[src/include/cpust_map.vh]
// Register offsets, field positions, reset values and timing counts of the clock throttle block.
`ifndef CPUST_MAP_VH
`define CPUST_MAP_VH

// ==================================================================
// Register offsets
`define CPUST_OFF_PM_CONTROL     8'h04
`define CPUST_OFF_GP_ENABLE      8'h0E
`define CPUST_OFF_PROC_CONTROL   8'h10
`define CPUST_OFF_LEVEL_TWO      8'h14
`define CPUST_OFF_LEVEL_THREE    8'h15

// ==================================================================
// Field positions
`define CPUST_BIT_IRQ_ROUTING    0
`define CPUST_BIT_USB_WAKE       8
`define CPUST_BIT_RING_WAKE      10
`define CPUST_DUTY_MSB           3
`define CPUST_DUTY_LSB           1
`define CPUST_BIT_THROTTLE_EN    4
`define CPUST_BIT_CLOCK_CTRL_EN  5
`define CPUST_BIT_SLEEP_TOGGLE   6
`define CPUST_BIT_BURST_EN       7

// ==================================================================
// Reset values
`define CPUST_RST_PROC_CONTROL   8'h00
`define CPUST_RST_PM_CONTROL     1'b0
`define CPUST_RST_GP_ENABLE      2'h0

// ==================================================================
// Timing counts
`define CPUST_SLOW_TICKS_PER_PERIOD 8
`define CPUST_BURST_TIME_US         32
`define CPUST_CLK_MHZ               100
`define CPUST_BURST_CYCLES          (`CPUST_BURST_TIME_US * `CPUST_CLK_MHZ)

`endif

[src/cpust_duty_gen.v]
// Throttle period counter on 32 kHz ticks and duty decode for the stop-clock output.
`timescale 1ns/1ps
`include "cpust_map.vh"

module cpust_duty_gen #(
    parameter PERIOD_TICKS = `CPUST_SLOW_TICKS_PER_PERIOD
) (
    input  wire       core_clk,
    input  wire       resetn,
    input  wire       slow_tick,
    input  wire       run,
    input  wire [2:0] duty_code,
    output wire       stop_phase
);

    reg  [2:0] eighth_q;
    wire [3:0] stop_eighths;

    // ==================================================================
    // Duty decode
    // Code 1 gives seven eighths asserted, code 7 one eighth; code 0 is reserved
    // and keeps the processor running rather than halting it outright.
    function [3:0] eighths_of;
        input [2:0] code;
        begin
            if (code == 3'h0) begin
                eighths_of = 4'h0;
            end else begin
                eighths_of = 4'h8 - {1'b0, code};
            end
        end
    endfunction

    assign stop_eighths = eighths_of(duty_code);
    assign stop_phase   = run && ({1'b0, eighth_q} < stop_eighths);

    // ==================================================================
    // Period counter
    always @(posedge core_clk or negedge resetn) begin
        if (!resetn) begin
            eighth_q <= 3'h0;
        end else if (!run) begin
            eighth_q <= 3'h0;
        end else if (slow_tick) begin
            if ({29'h0, eighth_q} == PERIOD_TICKS - 1) begin
                eighth_q <= 3'h0;
            end else begin
                eighth_q <= eighth_q + 3'h1;
            end
        end
    end

endmodule

[src/cpust_top.v]
// Processor stop-clock throttle, stop-grant control and control interrupt gating.
`timescale 1ns/1ps
`include "cpust_map.vh"

// Function
// - Bits 3:1 of the processor control register set how much of each throttle period the stop-clock is asserted.
// - Duty code 000 is reserved and codes 001 to 111 give 87.5% down to 12.5% in steps of 12.5%.
// - While throttling the stop-clock toggles every eight 32 kHz periods, and cache sleep follows only when its enable is set.
// - Throttling starts as soon as clock control and throttle enables are both set, with no level-two read.
// - Throttling stops when software clears either the clock control or the throttle enable.
// - Break events do not end throttling; the stop-clock keeps toggling.
// - A level-two read with both enables set enters stop-grant without throttling.
// - A break event in that non-throttled state moves the block into throttled stop-grant.
// - Clearing the clock control enable leaves every clock-control state and restores full speed.
// - Enabled wake events are stop break events when burst enable is clear and burst events when it is set.
// - A stop break returns fully to no clock control; software must read level two or three again to re-enter.
// - Stop break events do not halt throttled stop-grant.
// - Ring status raises the control interrupt only when routing enable and ring enable are both set.
// - USB status raises the control interrupt only when routing enable and USB enable are both set.
module cpust_top #(
    parameter BURST_CYCLES = `CPUST_BURST_CYCLES
) (
    input  wire        core_clk,
    input  wire        resetn,
    input  wire        slow_clk_pin,
    input  wire        wake_event_pin,
    input  wire        io_rd,
    input  wire        io_wr,
    input  wire [7:0]  io_addr,
    input  wire [15:0] io_wdata,
    output reg  [15:0] io_rdata,
    input  wire        ring_event_status,
    input  wire        usb_event_status,
    output reg         cpu_stop_clock_n,
    output reg         cache_sleep_out,
    output reg         system_control_interrupt
);

    localparam ST_FULL     = 2'h0;
    localparam ST_HALT     = 2'h1;
    localparam ST_THROTTLE = 2'h2;
    localparam ST_BURST    = 2'h3;

    reg  [7:0]  processor_control;
    reg         irq_routing_q;
    reg  [1:0]  gp_enable_q;
    reg  [2:0]  slow_sync_q;
    reg         slow_level_q;
    reg  [2:0]  wake_sync_q;
    reg         wake_level_q;
    reg  [1:0]  state_q;
    reg  [1:0]  state_d;
    reg  [31:0] burst_cnt_q;
    wire        slow_tick;
    wire        wake_rise;
    wire        stop_phase;
    wire        clock_control_enable;
    wire        throttle_enable;
    wire        cache_sleep_toggle_enable;
    wire        burst_event_enable;
    wire [2:0]  throttle_duty_code;
    wire        level_two_entry_read;
    wire        level_three_entry_read;
    wire        ring_wake_enable;
    wire        usb_wake_enable;

    assign clock_control_enable      = processor_control[`CPUST_BIT_CLOCK_CTRL_EN];
    assign throttle_enable           = processor_control[`CPUST_BIT_THROTTLE_EN];
    assign cache_sleep_toggle_enable = processor_control[`CPUST_BIT_SLEEP_TOGGLE];
    assign burst_event_enable        = processor_control[`CPUST_BIT_BURST_EN];
    assign throttle_duty_code        = processor_control[`CPUST_DUTY_MSB:`CPUST_DUTY_LSB];
    assign level_two_entry_read      = io_rd && (io_addr == `CPUST_OFF_LEVEL_TWO);
    assign level_three_entry_read    = io_rd && (io_addr == `CPUST_OFF_LEVEL_THREE);
    assign ring_wake_enable          = gp_enable_q[1];
    assign usb_wake_enable           = gp_enable_q[0];

    // ==================================================================
    // Pin synchronisers
    // A level is accepted only when the second and third stages agree, so a
    // slow edge near the sampling point is counted once.
    always @(posedge core_clk or negedge resetn) begin
        if (!resetn) begin
            slow_sync_q  <= 3'h0;
            slow_level_q <= 1'b0;
            wake_sync_q  <= 3'h0;
            wake_level_q <= 1'b0;
        end else begin
            slow_sync_q <= {slow_sync_q[1:0], slow_clk_pin};
            wake_sync_q <= {wake_sync_q[1:0], wake_event_pin};
            if (slow_sync_q[1] == slow_sync_q[2]) begin
                slow_level_q <= slow_sync_q[2];
            end
            if (wake_sync_q[1] == wake_sync_q[2]) begin
                wake_level_q <= wake_sync_q[2];
            end
        end
    end

    assign slow_tick = (slow_sync_q[1] == slow_sync_q[2]) && slow_sync_q[2] && !slow_level_q;
    assign wake_rise = (wake_sync_q[1] == wake_sync_q[2]) && wake_sync_q[2] && !wake_level_q;

    // ==================================================================
    // Register file
    always @(posedge core_clk or negedge resetn) begin
        if (!resetn) begin
            processor_control <= `CPUST_RST_PROC_CONTROL;
            irq_routing_q     <= `CPUST_RST_PM_CONTROL;
            gp_enable_q       <= `CPUST_RST_GP_ENABLE;
            io_rdata          <= 16'h0000;
        end else begin
            if (io_wr) begin
                case (io_addr)
                    `CPUST_OFF_PROC_CONTROL: begin
                        processor_control <= {io_wdata[7:1], 1'b0};
                    end
                    `CPUST_OFF_PM_CONTROL: begin
                        irq_routing_q <= io_wdata[`CPUST_BIT_IRQ_ROUTING];
                    end
                    `CPUST_OFF_GP_ENABLE: begin
                        gp_enable_q <= {io_wdata[`CPUST_BIT_RING_WAKE],
                                        io_wdata[`CPUST_BIT_USB_WAKE]};
                    end
                    default: begin
                    end
                endcase
            end
            if (io_rd) begin
                case (io_addr)
                    `CPUST_OFF_PROC_CONTROL: io_rdata <= {8'h00, processor_control};
                    `CPUST_OFF_PM_CONTROL:   io_rdata <= {15'h0000, irq_routing_q};
                    `CPUST_OFF_GP_ENABLE: begin
                        io_rdata <= {5'h00, ring_wake_enable, 1'b0, usb_wake_enable, 8'h00};
                    end
                    `CPUST_OFF_LEVEL_TWO:    io_rdata <= {14'h0000, state_q};
                    default:                 io_rdata <= 16'h0000;
                endcase
            end
        end
    end

    // ==================================================================
    // Clock control state machine
    always @* begin
        state_d = state_q;
        case (state_q)
            ST_FULL: begin
                if (clock_control_enable && (level_two_entry_read || level_three_entry_read)) begin
                    state_d = ST_HALT;
                end else if (clock_control_enable && throttle_enable) begin
                    state_d = ST_THROTTLE;
                end
            end
            ST_HALT: begin
                if (wake_rise) begin
                    if (clock_control_enable && throttle_enable) begin
                        state_d = ST_THROTTLE;
                    end else if (burst_event_enable) begin
                        state_d = ST_BURST;
                    end else begin
                        state_d = ST_FULL;
                    end
                end
            end
            ST_THROTTLE: begin
                if (!throttle_enable) begin
                    state_d = ST_FULL;
                end else if (level_two_entry_read) begin
                    state_d = ST_HALT;
                end
                // A wake event is deliberately ignored here.
            end
            ST_BURST: begin
                if (burst_cnt_q == 32'h0) begin
                    state_d = ST_HALT;
                end
            end
            default: begin
                state_d = ST_FULL;
            end
        endcase
        if (!clock_control_enable) begin
            state_d = ST_FULL;
        end
    end

    always @(posedge core_clk or negedge resetn) begin
        if (!resetn) begin
            state_q     <= ST_FULL;
            burst_cnt_q <= 32'h0;
        end else begin
            state_q <= state_d;
            if (state_q != ST_BURST && state_d == ST_BURST) begin
                burst_cnt_q <= BURST_CYCLES - 1;
            end else if (burst_cnt_q != 32'h0) begin
                burst_cnt_q <= burst_cnt_q - 32'h1;
            end
        end
    end

    cpust_duty_gen u_duty (
        .core_clk   (core_clk),
        .resetn     (resetn),
        .slow_tick  (slow_tick),
        .run        (state_q == ST_THROTTLE),
        .duty_code  (throttle_duty_code),
        .stop_phase (stop_phase)
    );

    // ==================================================================
    // Outputs
    // Ring and USB status are gated separately so one source cannot leak
    // through the other's enable.
    always @(posedge core_clk or negedge resetn) begin
        if (!resetn) begin
            cpu_stop_clock_n         <= 1'b1;
            cache_sleep_out          <= 1'b0;
            system_control_interrupt <= 1'b0;
        end else begin
            cpu_stop_clock_n <= !((state_q == ST_HALT) || stop_phase);
            cache_sleep_out  <= cache_sleep_toggle_enable &&
                                ((state_q == ST_HALT) || stop_phase);
            system_control_interrupt <= irq_routing_q &&
                ((ring_wake_enable && ring_event_status) ||
                 (usb_wake_enable && usb_event_status));
        end
    end

endmodule

[config.mk]
export PLATFORM = sky130hd
export DESIGN_NAME = cpust_top
export DESIGN_NICKNAME = d
export VERILOG_FILES = /design/src/cpust_duty_gen.v /design/src/cpust_top.v
export VERILOG_INCLUDE_DIRS = /design/src /design/src/include
export SDC_FILE = /design/constraint.sdc
export NUM_CORES = 1
export LEC_CHECK = 0
export BUFFER_PORTS_ARGS = -buffer_cell sky130_fd_sc_hd__buf_4
export CORE_MARGIN = 4
export CORE_UTILIZATION = 52
export DETAILED_ROUTE_END_ITERATION = 8
export GPL_ROUTABILITY_DRIVEN = 0
export PLACE_DENSITY_LB_ADDON = 0.25
export SYNTH_ARGS = -nofsm -noshare
export SYNTH_HDL_FRONTEND = slang
export SYNTH_HIERARCHICAL = 1
export SYNTH_SLANG_ARGS = --single-unit
[constraint.sdc]
create_clock -name core_clk -period 2.3 [get_ports core_clk]
set_clock_uncertainty 0.1 [all_clocks]
set_input_delay 0.23 -clock core_clk [delete_from_list [all_inputs] [get_ports core_clk]]
set_output_delay 0.23 -clock core_clk [all_outputs]
set_load 0.01 [all_outputs]
# == Word-level counts from Yosys, hierarchy flattened ==
# Cells that the tools add are included.
# classes
addsub,3
multipliers,0
div_mod_pow,0
magnitude_cmp,1
n_eq_ne,14
shift,0
mux,17
bitwise,0
n_reduce_logical,28
# ops
op,count
$mux W32,2
$pmux W11 S4,1
$logic_not A32 Y1,1
$reduce_bool A32 Y1,1
$sub A32 B1 Y32 const B,1
$eq A8 B5 Y1 const B,3
$mux W2,9
$logic_and A1 B1 Y1,14
$mux W3,3
$eq A8 B3 Y1 const B,1
$eq A8 B4 Y1 const B,1
$pmux W2 S4,1
$eq A2 B2 Y1 const B,3
$reduce_and A2 Y1,3
$lt A3 B4 Y1,1
$mux W4,1
$ne A2 B2 Y1 const B,2
$sub A4 B3 Y4 const A,1
$add A3 B1 Y3 const B,1
$eq A3 B3 Y1 const B,1
$logic_not A1 Y1,3
$logic_not A3 Y1,1
$logic_or A1 B1 Y1,3
$eq A1 B1 Y1,2
other kinds (3),3
# word_totals
regBits,74
latchBits,0
ram_bits,0
rom_bits,0
in_bits,32
wordCells,77
n_memories,0

# == Depth between registers and ports, before layout ==
# logic_depth
depth_word,10
depth_mapped,9

# == Modules after synthesis ==
# Netlist, hierarchy kept.
# modules_own_cells
module,instances,cells_per_inst,area_per_inst_um2
cpust_top,1,330,3324.4
cpust_duty_gen,1,26,257.7

# == Worst setup path before layout ==
# Ideal clock, no wire load.
# synth_path
path_kind,flip-flop to flip-flop
start,register burst_cnt_q[0]
end,register burst_cnt_q[11]
arrival_time_ps,2082
slack_ps,-6
stages_incl_launch_ff,10
n_path_buf,2
period_less_slack_ps,2306
cell_sequence,dfrtp_1 -> inv_1 -> ha_1 -> nor4b_2 -> nand3_2 -> or3_1 -> clkbuf_2 -> buf_2 -> a211oi_1 -> nor2_1
# synth_between
elab_chain_len,7
word_cells_on_any_way,11
cone_classes,add/sub: 1; eq/ne: 1; mux: 5; reduce/logical: 4
# synth_lines
element,line,text
from (decl),cpust_top.v:53,reg [31:0] burst_cnt_q;
from (signal assigned),cpust_top.v:193,burst_cnt_q <= BURST_CYCLES - 1;
from (signal assigned),cpust_top.v:195,burst_cnt_q <= burst_cnt_q - 32'h1;
"parallel branches: the longest is 7 deep, another holds $sub A32 B1 Y32",-,
# Several ways; the timed one is not identified. The select of a mux whose other input is x is not followed.
# A chain may end at the register's enable or synchronous reset.

# == Worst setup path in the final report ==
# layout_path
start,register burst_cnt_q[0]
end,register state_q[1]
# layout_between
elab_chain_len,4
# layout_lines
element,line,text
$logic_not A32 Y1,cpust_top.v:173,if (burst_cnt_q == 32'h0) begin
$mux W2,cpust_top.v:173,
$pmux W2 S4,cpust_top.v:145,case (state_q)
$mux W2,cpust_top.v:181,if (!clock_control_enable) begin
net state_d[1],cpust_top.v:52,reg [1:0] state_d;
to (signal assigned),cpust_top.v:191,state_q <= state_d;
to (decl),cpust_top.v:51,reg [1:0] state_q;
# The timed path passes the listed nets, and every way through them passes these cells.

==> metrics.md <==
| Metric | Value |
|---|---|
| DRT met1 WL | `3.769 mm` |
| Clock power frac | `0.246` |
| Ant diodes | `0` |
| Number of global-route vias before repair | `2889` |
| WL met3 | `404 um` |
| FF-to-FF setup slack | `60 ps` |
| Crit path cell chain | `inv_1 -> ha_2 -> nor4b_4 -> nand3_2 -> or3_1 -> buf_6 -> and3_1 -> o21a_1` |
| Drt drc | `0` |
| Reg clk slew, reported paths | `80 ps` |
| Pins Over Slew Limit | `0` |
| 1st-iter DRT viols | `146` |
| Reg-to-reg endpoint | `state_q[1]$_DFF_PN0_` |
| Total CTS buffers | `9` |
| Area of the multi-input gates | `0.001757 mm^2` |
| Worst Path Arrival | `about 2400 ps` |
| Sw Pwr | `around 1.5 mW` |
| Hold Slack | `13.75 ps` |
| Area occupied by registers | `around 0.0017 mm^2` |
| Largest cells by area after synthesis | `dfrtp_1 (47%), mux2_2 (4.4%), ha_1 (3.1%), nor2_1 (3.1%), o21ai_0 (2.7%)` |
| Starting Density | `0.5485` |
| Pin count of the biggest net entering global routing | `69` |
| Share of layout cells above drive strength 1 | `0.2616` |
| Max-cap violation count | `0` |
| ANT nets after route | `0` |
| Nets@finish | `468` |
| Synthesized instance count | `356` |
| Yosys cell types | `61` |
| Grt ovf | `0` |
| Reg2reg path depth | `8` |
| Longest Clk Path Bufs | `2` |
| Critical path class | `flop to flop` |
| CP max stage delay | `~410 ps` |
| Clock Latency Late Sink | `350 ps` |
| Final setup viols | `0` |
| Cell Pwr Density | `915.8 mW/mm^2` |
| Port Buffer Count | `38` |
| Yosys warns | `6` |
| Overall Power | `4.028 mW` |
| Measured slew at the worst slew-check pin | `833.7 ps` |
| Sw frac | `0.3670` |
| Top Metal Used | `met4` |
| Routed WL | `7.903 mm` |
| Core area | `0.006531 mm^2` |
| Vias | `between 2000 and 3000` |
| TritonRoute pass-1 iters | `4` |
| Post-synth EDFFs | `0` |
| Launch point of the worst path | `burst_cnt_q[0]$_DFFE_PN0P_` |
| CTS tree | `done` |
| DP Area | `0.004059 mm^2` |
| DP Cell Count | `482` |
| Max-slew headroom | `0.4442` |
| Sequential power share | `0.423` |
| Async SR Flop Fraction | `1.000` |
| Leading area contributor after synthesis | `dfrtp_1` |
| Pint | `2.550 mW` |
| DR WL/cell | `around 16 um` |
| Initial antenna violation count | `0` |
| Minimum clock period | `approximately 2200 ps` |
| Final hold vios | `0` |
| Non-filler cells, final | `509` |
| Die X | `91 um` |
| Crit path max-delay cell type | `dfrtp_1` |
| Area Growth Syn to Fin | `22.77%` |
| CTS sink cnt | `68` |
| Synth Cell Area | `0.003582 mm^2` |
| Fin crit share | `0.9731` |
| Fillers | `531` |
| Post-Layout Inst Area | `0.004398 mm^2` |
| Status | `completed` |
| Full die area | `0.008281 mm^2` |
| Critical Path End Type | `flop` |
| Critical path required time | `2440 ps` |
| GR Util All Layers | `0.1917` |
| Num ports | `51` |
| CTS Root Cell | `clkbuf_8` |
| Post-DP HPWL | `between 5 and 6 mm` |
| Synth Flop Type | `dfrtp_1` |
| Logic pwr share | `0.330` |
| F_max | `between 0.4 and 0.5 GHz` |
| Max Fanout on Critical Path | `17` |
| Synth top area share | `0.4680` |
| Crit path capture | `state_q[1]$_DFF_PN0_` |
| DR WL met2 | `3.615 mm` |
| Die Ht | `91 um` |
| Register bit total from synthesis | `roughly 70` |
| Syn avg cell area | `10.06 um^2` |
| Num rows | `29` |
| FF-to-FF Start | `burst_cnt_q[0]$_DFFE_PN0P_` |
| Unrepaired setup endpoints after global routing | `true` |
| Peak VDD IR | `0.5750 mV` |
| HP Class | `primary input to flop` |
| Routed vias/inst | `5.819` |
| Seq/Total Area, Yosys | `0.4754` |
| H-tree lvl count | `3` |
| Leakage | `1.973 nW` |
| Global-route wire length before repair | `between 10 and 15 mm` |
| Worst setup SP type | `flop` |
[final cells by class]
cell class / instances / area share
flip-flops and latches: 68 / 0.3872
clock inverters: 6 / 0.01451
inverters: 18 / 0.01536
well taps: 77 / 0.02191
multi-input cells: 257 / 0.3994
repair buffers: 73 / 0.1303
clock buffers: 10 / 0.03129
[cell usage in the layout (no fill, tap or decap), types with 9 or more instances in the layout]
| cell type | instances |
|---|---|
| inv_1 | 18 |
| or4_1 | 9 |
| nor3_1 | 10 |
| mux2_2 | 14 |
| or3_1 | 12 |
| nand2_1 | 19 |
| dfrtp_1 | 67 |
| clkbuf_8 | 10 |
| nor2b_1 | 12 |
| o21ai_0 | 19 |
| buf_4 | 62 |
| nor2_1 | 30 |
| a21oi_1 | 12 |
| nand3_1 | 13 |
[registers in the layout, summed over array words and instances (netlist names)]
name / count
wake_level_q: 1
irq_routing_q: 1
cache_sleep_out: 1
cpu_stop_clock_n: 1
slow_sync_q: 3
slow_level_q: 1
io_rdata: 10
state_q: 2
processor_control: 7
u_duty/eighth_q: 3
wake_sync_q: 3
gp_enable_q: 2
burst_cnt_q: 32
system_control_interrupt: 1
[cells in the mapped netlist (4+ instances only)]
| master | count |
|---|---|
| ha_1 | 9 |
| buf_4 | 7 |
| nand2_1 | 19 |
| nor2b_1 | 12 |
| o21ai_0 | 19 |
| nand3_1 | 13 |
| a211oi_1 | 5 |
| clkbuf_1 | 6 |
| nor2_1 | 30 |
| nand4_1 | 5 |
| or3_1 | 12 |
| xor2_1 | 4 |
| inv_1 | 18 |
| and3_1 | 7 |
| nor3_1 | 11 |
| mux2_2 | 14 |
| a21oi_1 | 12 |
| or4_1 | 10 |
| nor4_1 | 8 |
| o21ai_1 | 5 |
| dfrtp_1 | 67 |
| a31oi_1 | 4 |
| xnor2_1 | 5 |
[cells by family (layout without fill, tap and decap cells)]
kind of cell / after synthesis / in the layout / share of synthesized area
compound gates: 65 / 65 / 0.1209
simple gates: 151 / 151 / 0.2466
xor+xnor: 9 / 9 / 0.02200
buf+inv: 36 / 107 / 0.05029
flops: 68 / 68 / 0.4754
mux: 17 / 17 / 0.05239
fa+ha+maj: 9 / 9 / 0.03144
other cells: 1 / 6 / 0.001047
[power groups by stage]
stage               Clock [mW]  Sequential, mW  Combinational [mW]
finish                   0.992            1.71                1.33
global route              1.08            1.74                1.46
CTS                       1.02            1.70                1.25
detailed placement           0            1.71                1.23
global placement             0            1.70                1.20
floorplan                    0            1.67               0.825
[repair_timing]
action | CTS | global route
resized for setup | 0 | 7
setup endpoints to repair | 0 | 15
hold endpoints to repair | 74 | 0
buffers inserted | 0 | 2
hold buffers | 8 | 0
[critical path: cells and delay by family (launching register included)]
kind,cells,cell delay [ps]
flops,1,410
fa+ha+maj,1,190
compound gates,1,160
buf+inv,2,270
simple gates,4,1000
[worst min-delay path by stage]
stage | from | to | slack, ps | cells after the start
CTS | io_wdata[7] | processor_control[7]$_DFFE_PN0P_ | 1 | 2
global route | io_wdata[4] | processor_control[4]$_DFFE_PN0P_ | 5 | 2
detailed placement | slow_sync_q[0]$_DFF_PN0_ | slow_sync_q[1]$_DFF_PN0_ | 240 | 0
finish | io_wdata[4] | processor_control[4]$_DFFE_PN0P_ | 10 | 2
floorplan | resetn | burst_cnt_q[0]$_DFFE_PN0P_ | -170 | 0
global placement | wake_sync_q[0]$_DFF_PN0_ | wake_sync_q[1]$_DFF_PN0_ | 230 | 0
[per-layer routing]
layer / global-route usage / up-vias
met5: 0 / -
met4: 0.07161 / 0
met3: 0.04959 / 12
met2: 0.3084 / 73
met1: 0.2504 / 1445
li1: - / 1432
[through the flow]
stage	utilization	setup WS [ps]	setup TNS (ps)
detailed placement	0.6215	37.61	0
finish	0.6734	61.91	0
CTS	0.6646	27.09	0
floorplan	-	72.00	0
global route	0.6734	-20.47	-40.13
global placement	0.6215	69.83	0
Note: power is estimated with default switching activity, not from simulation.
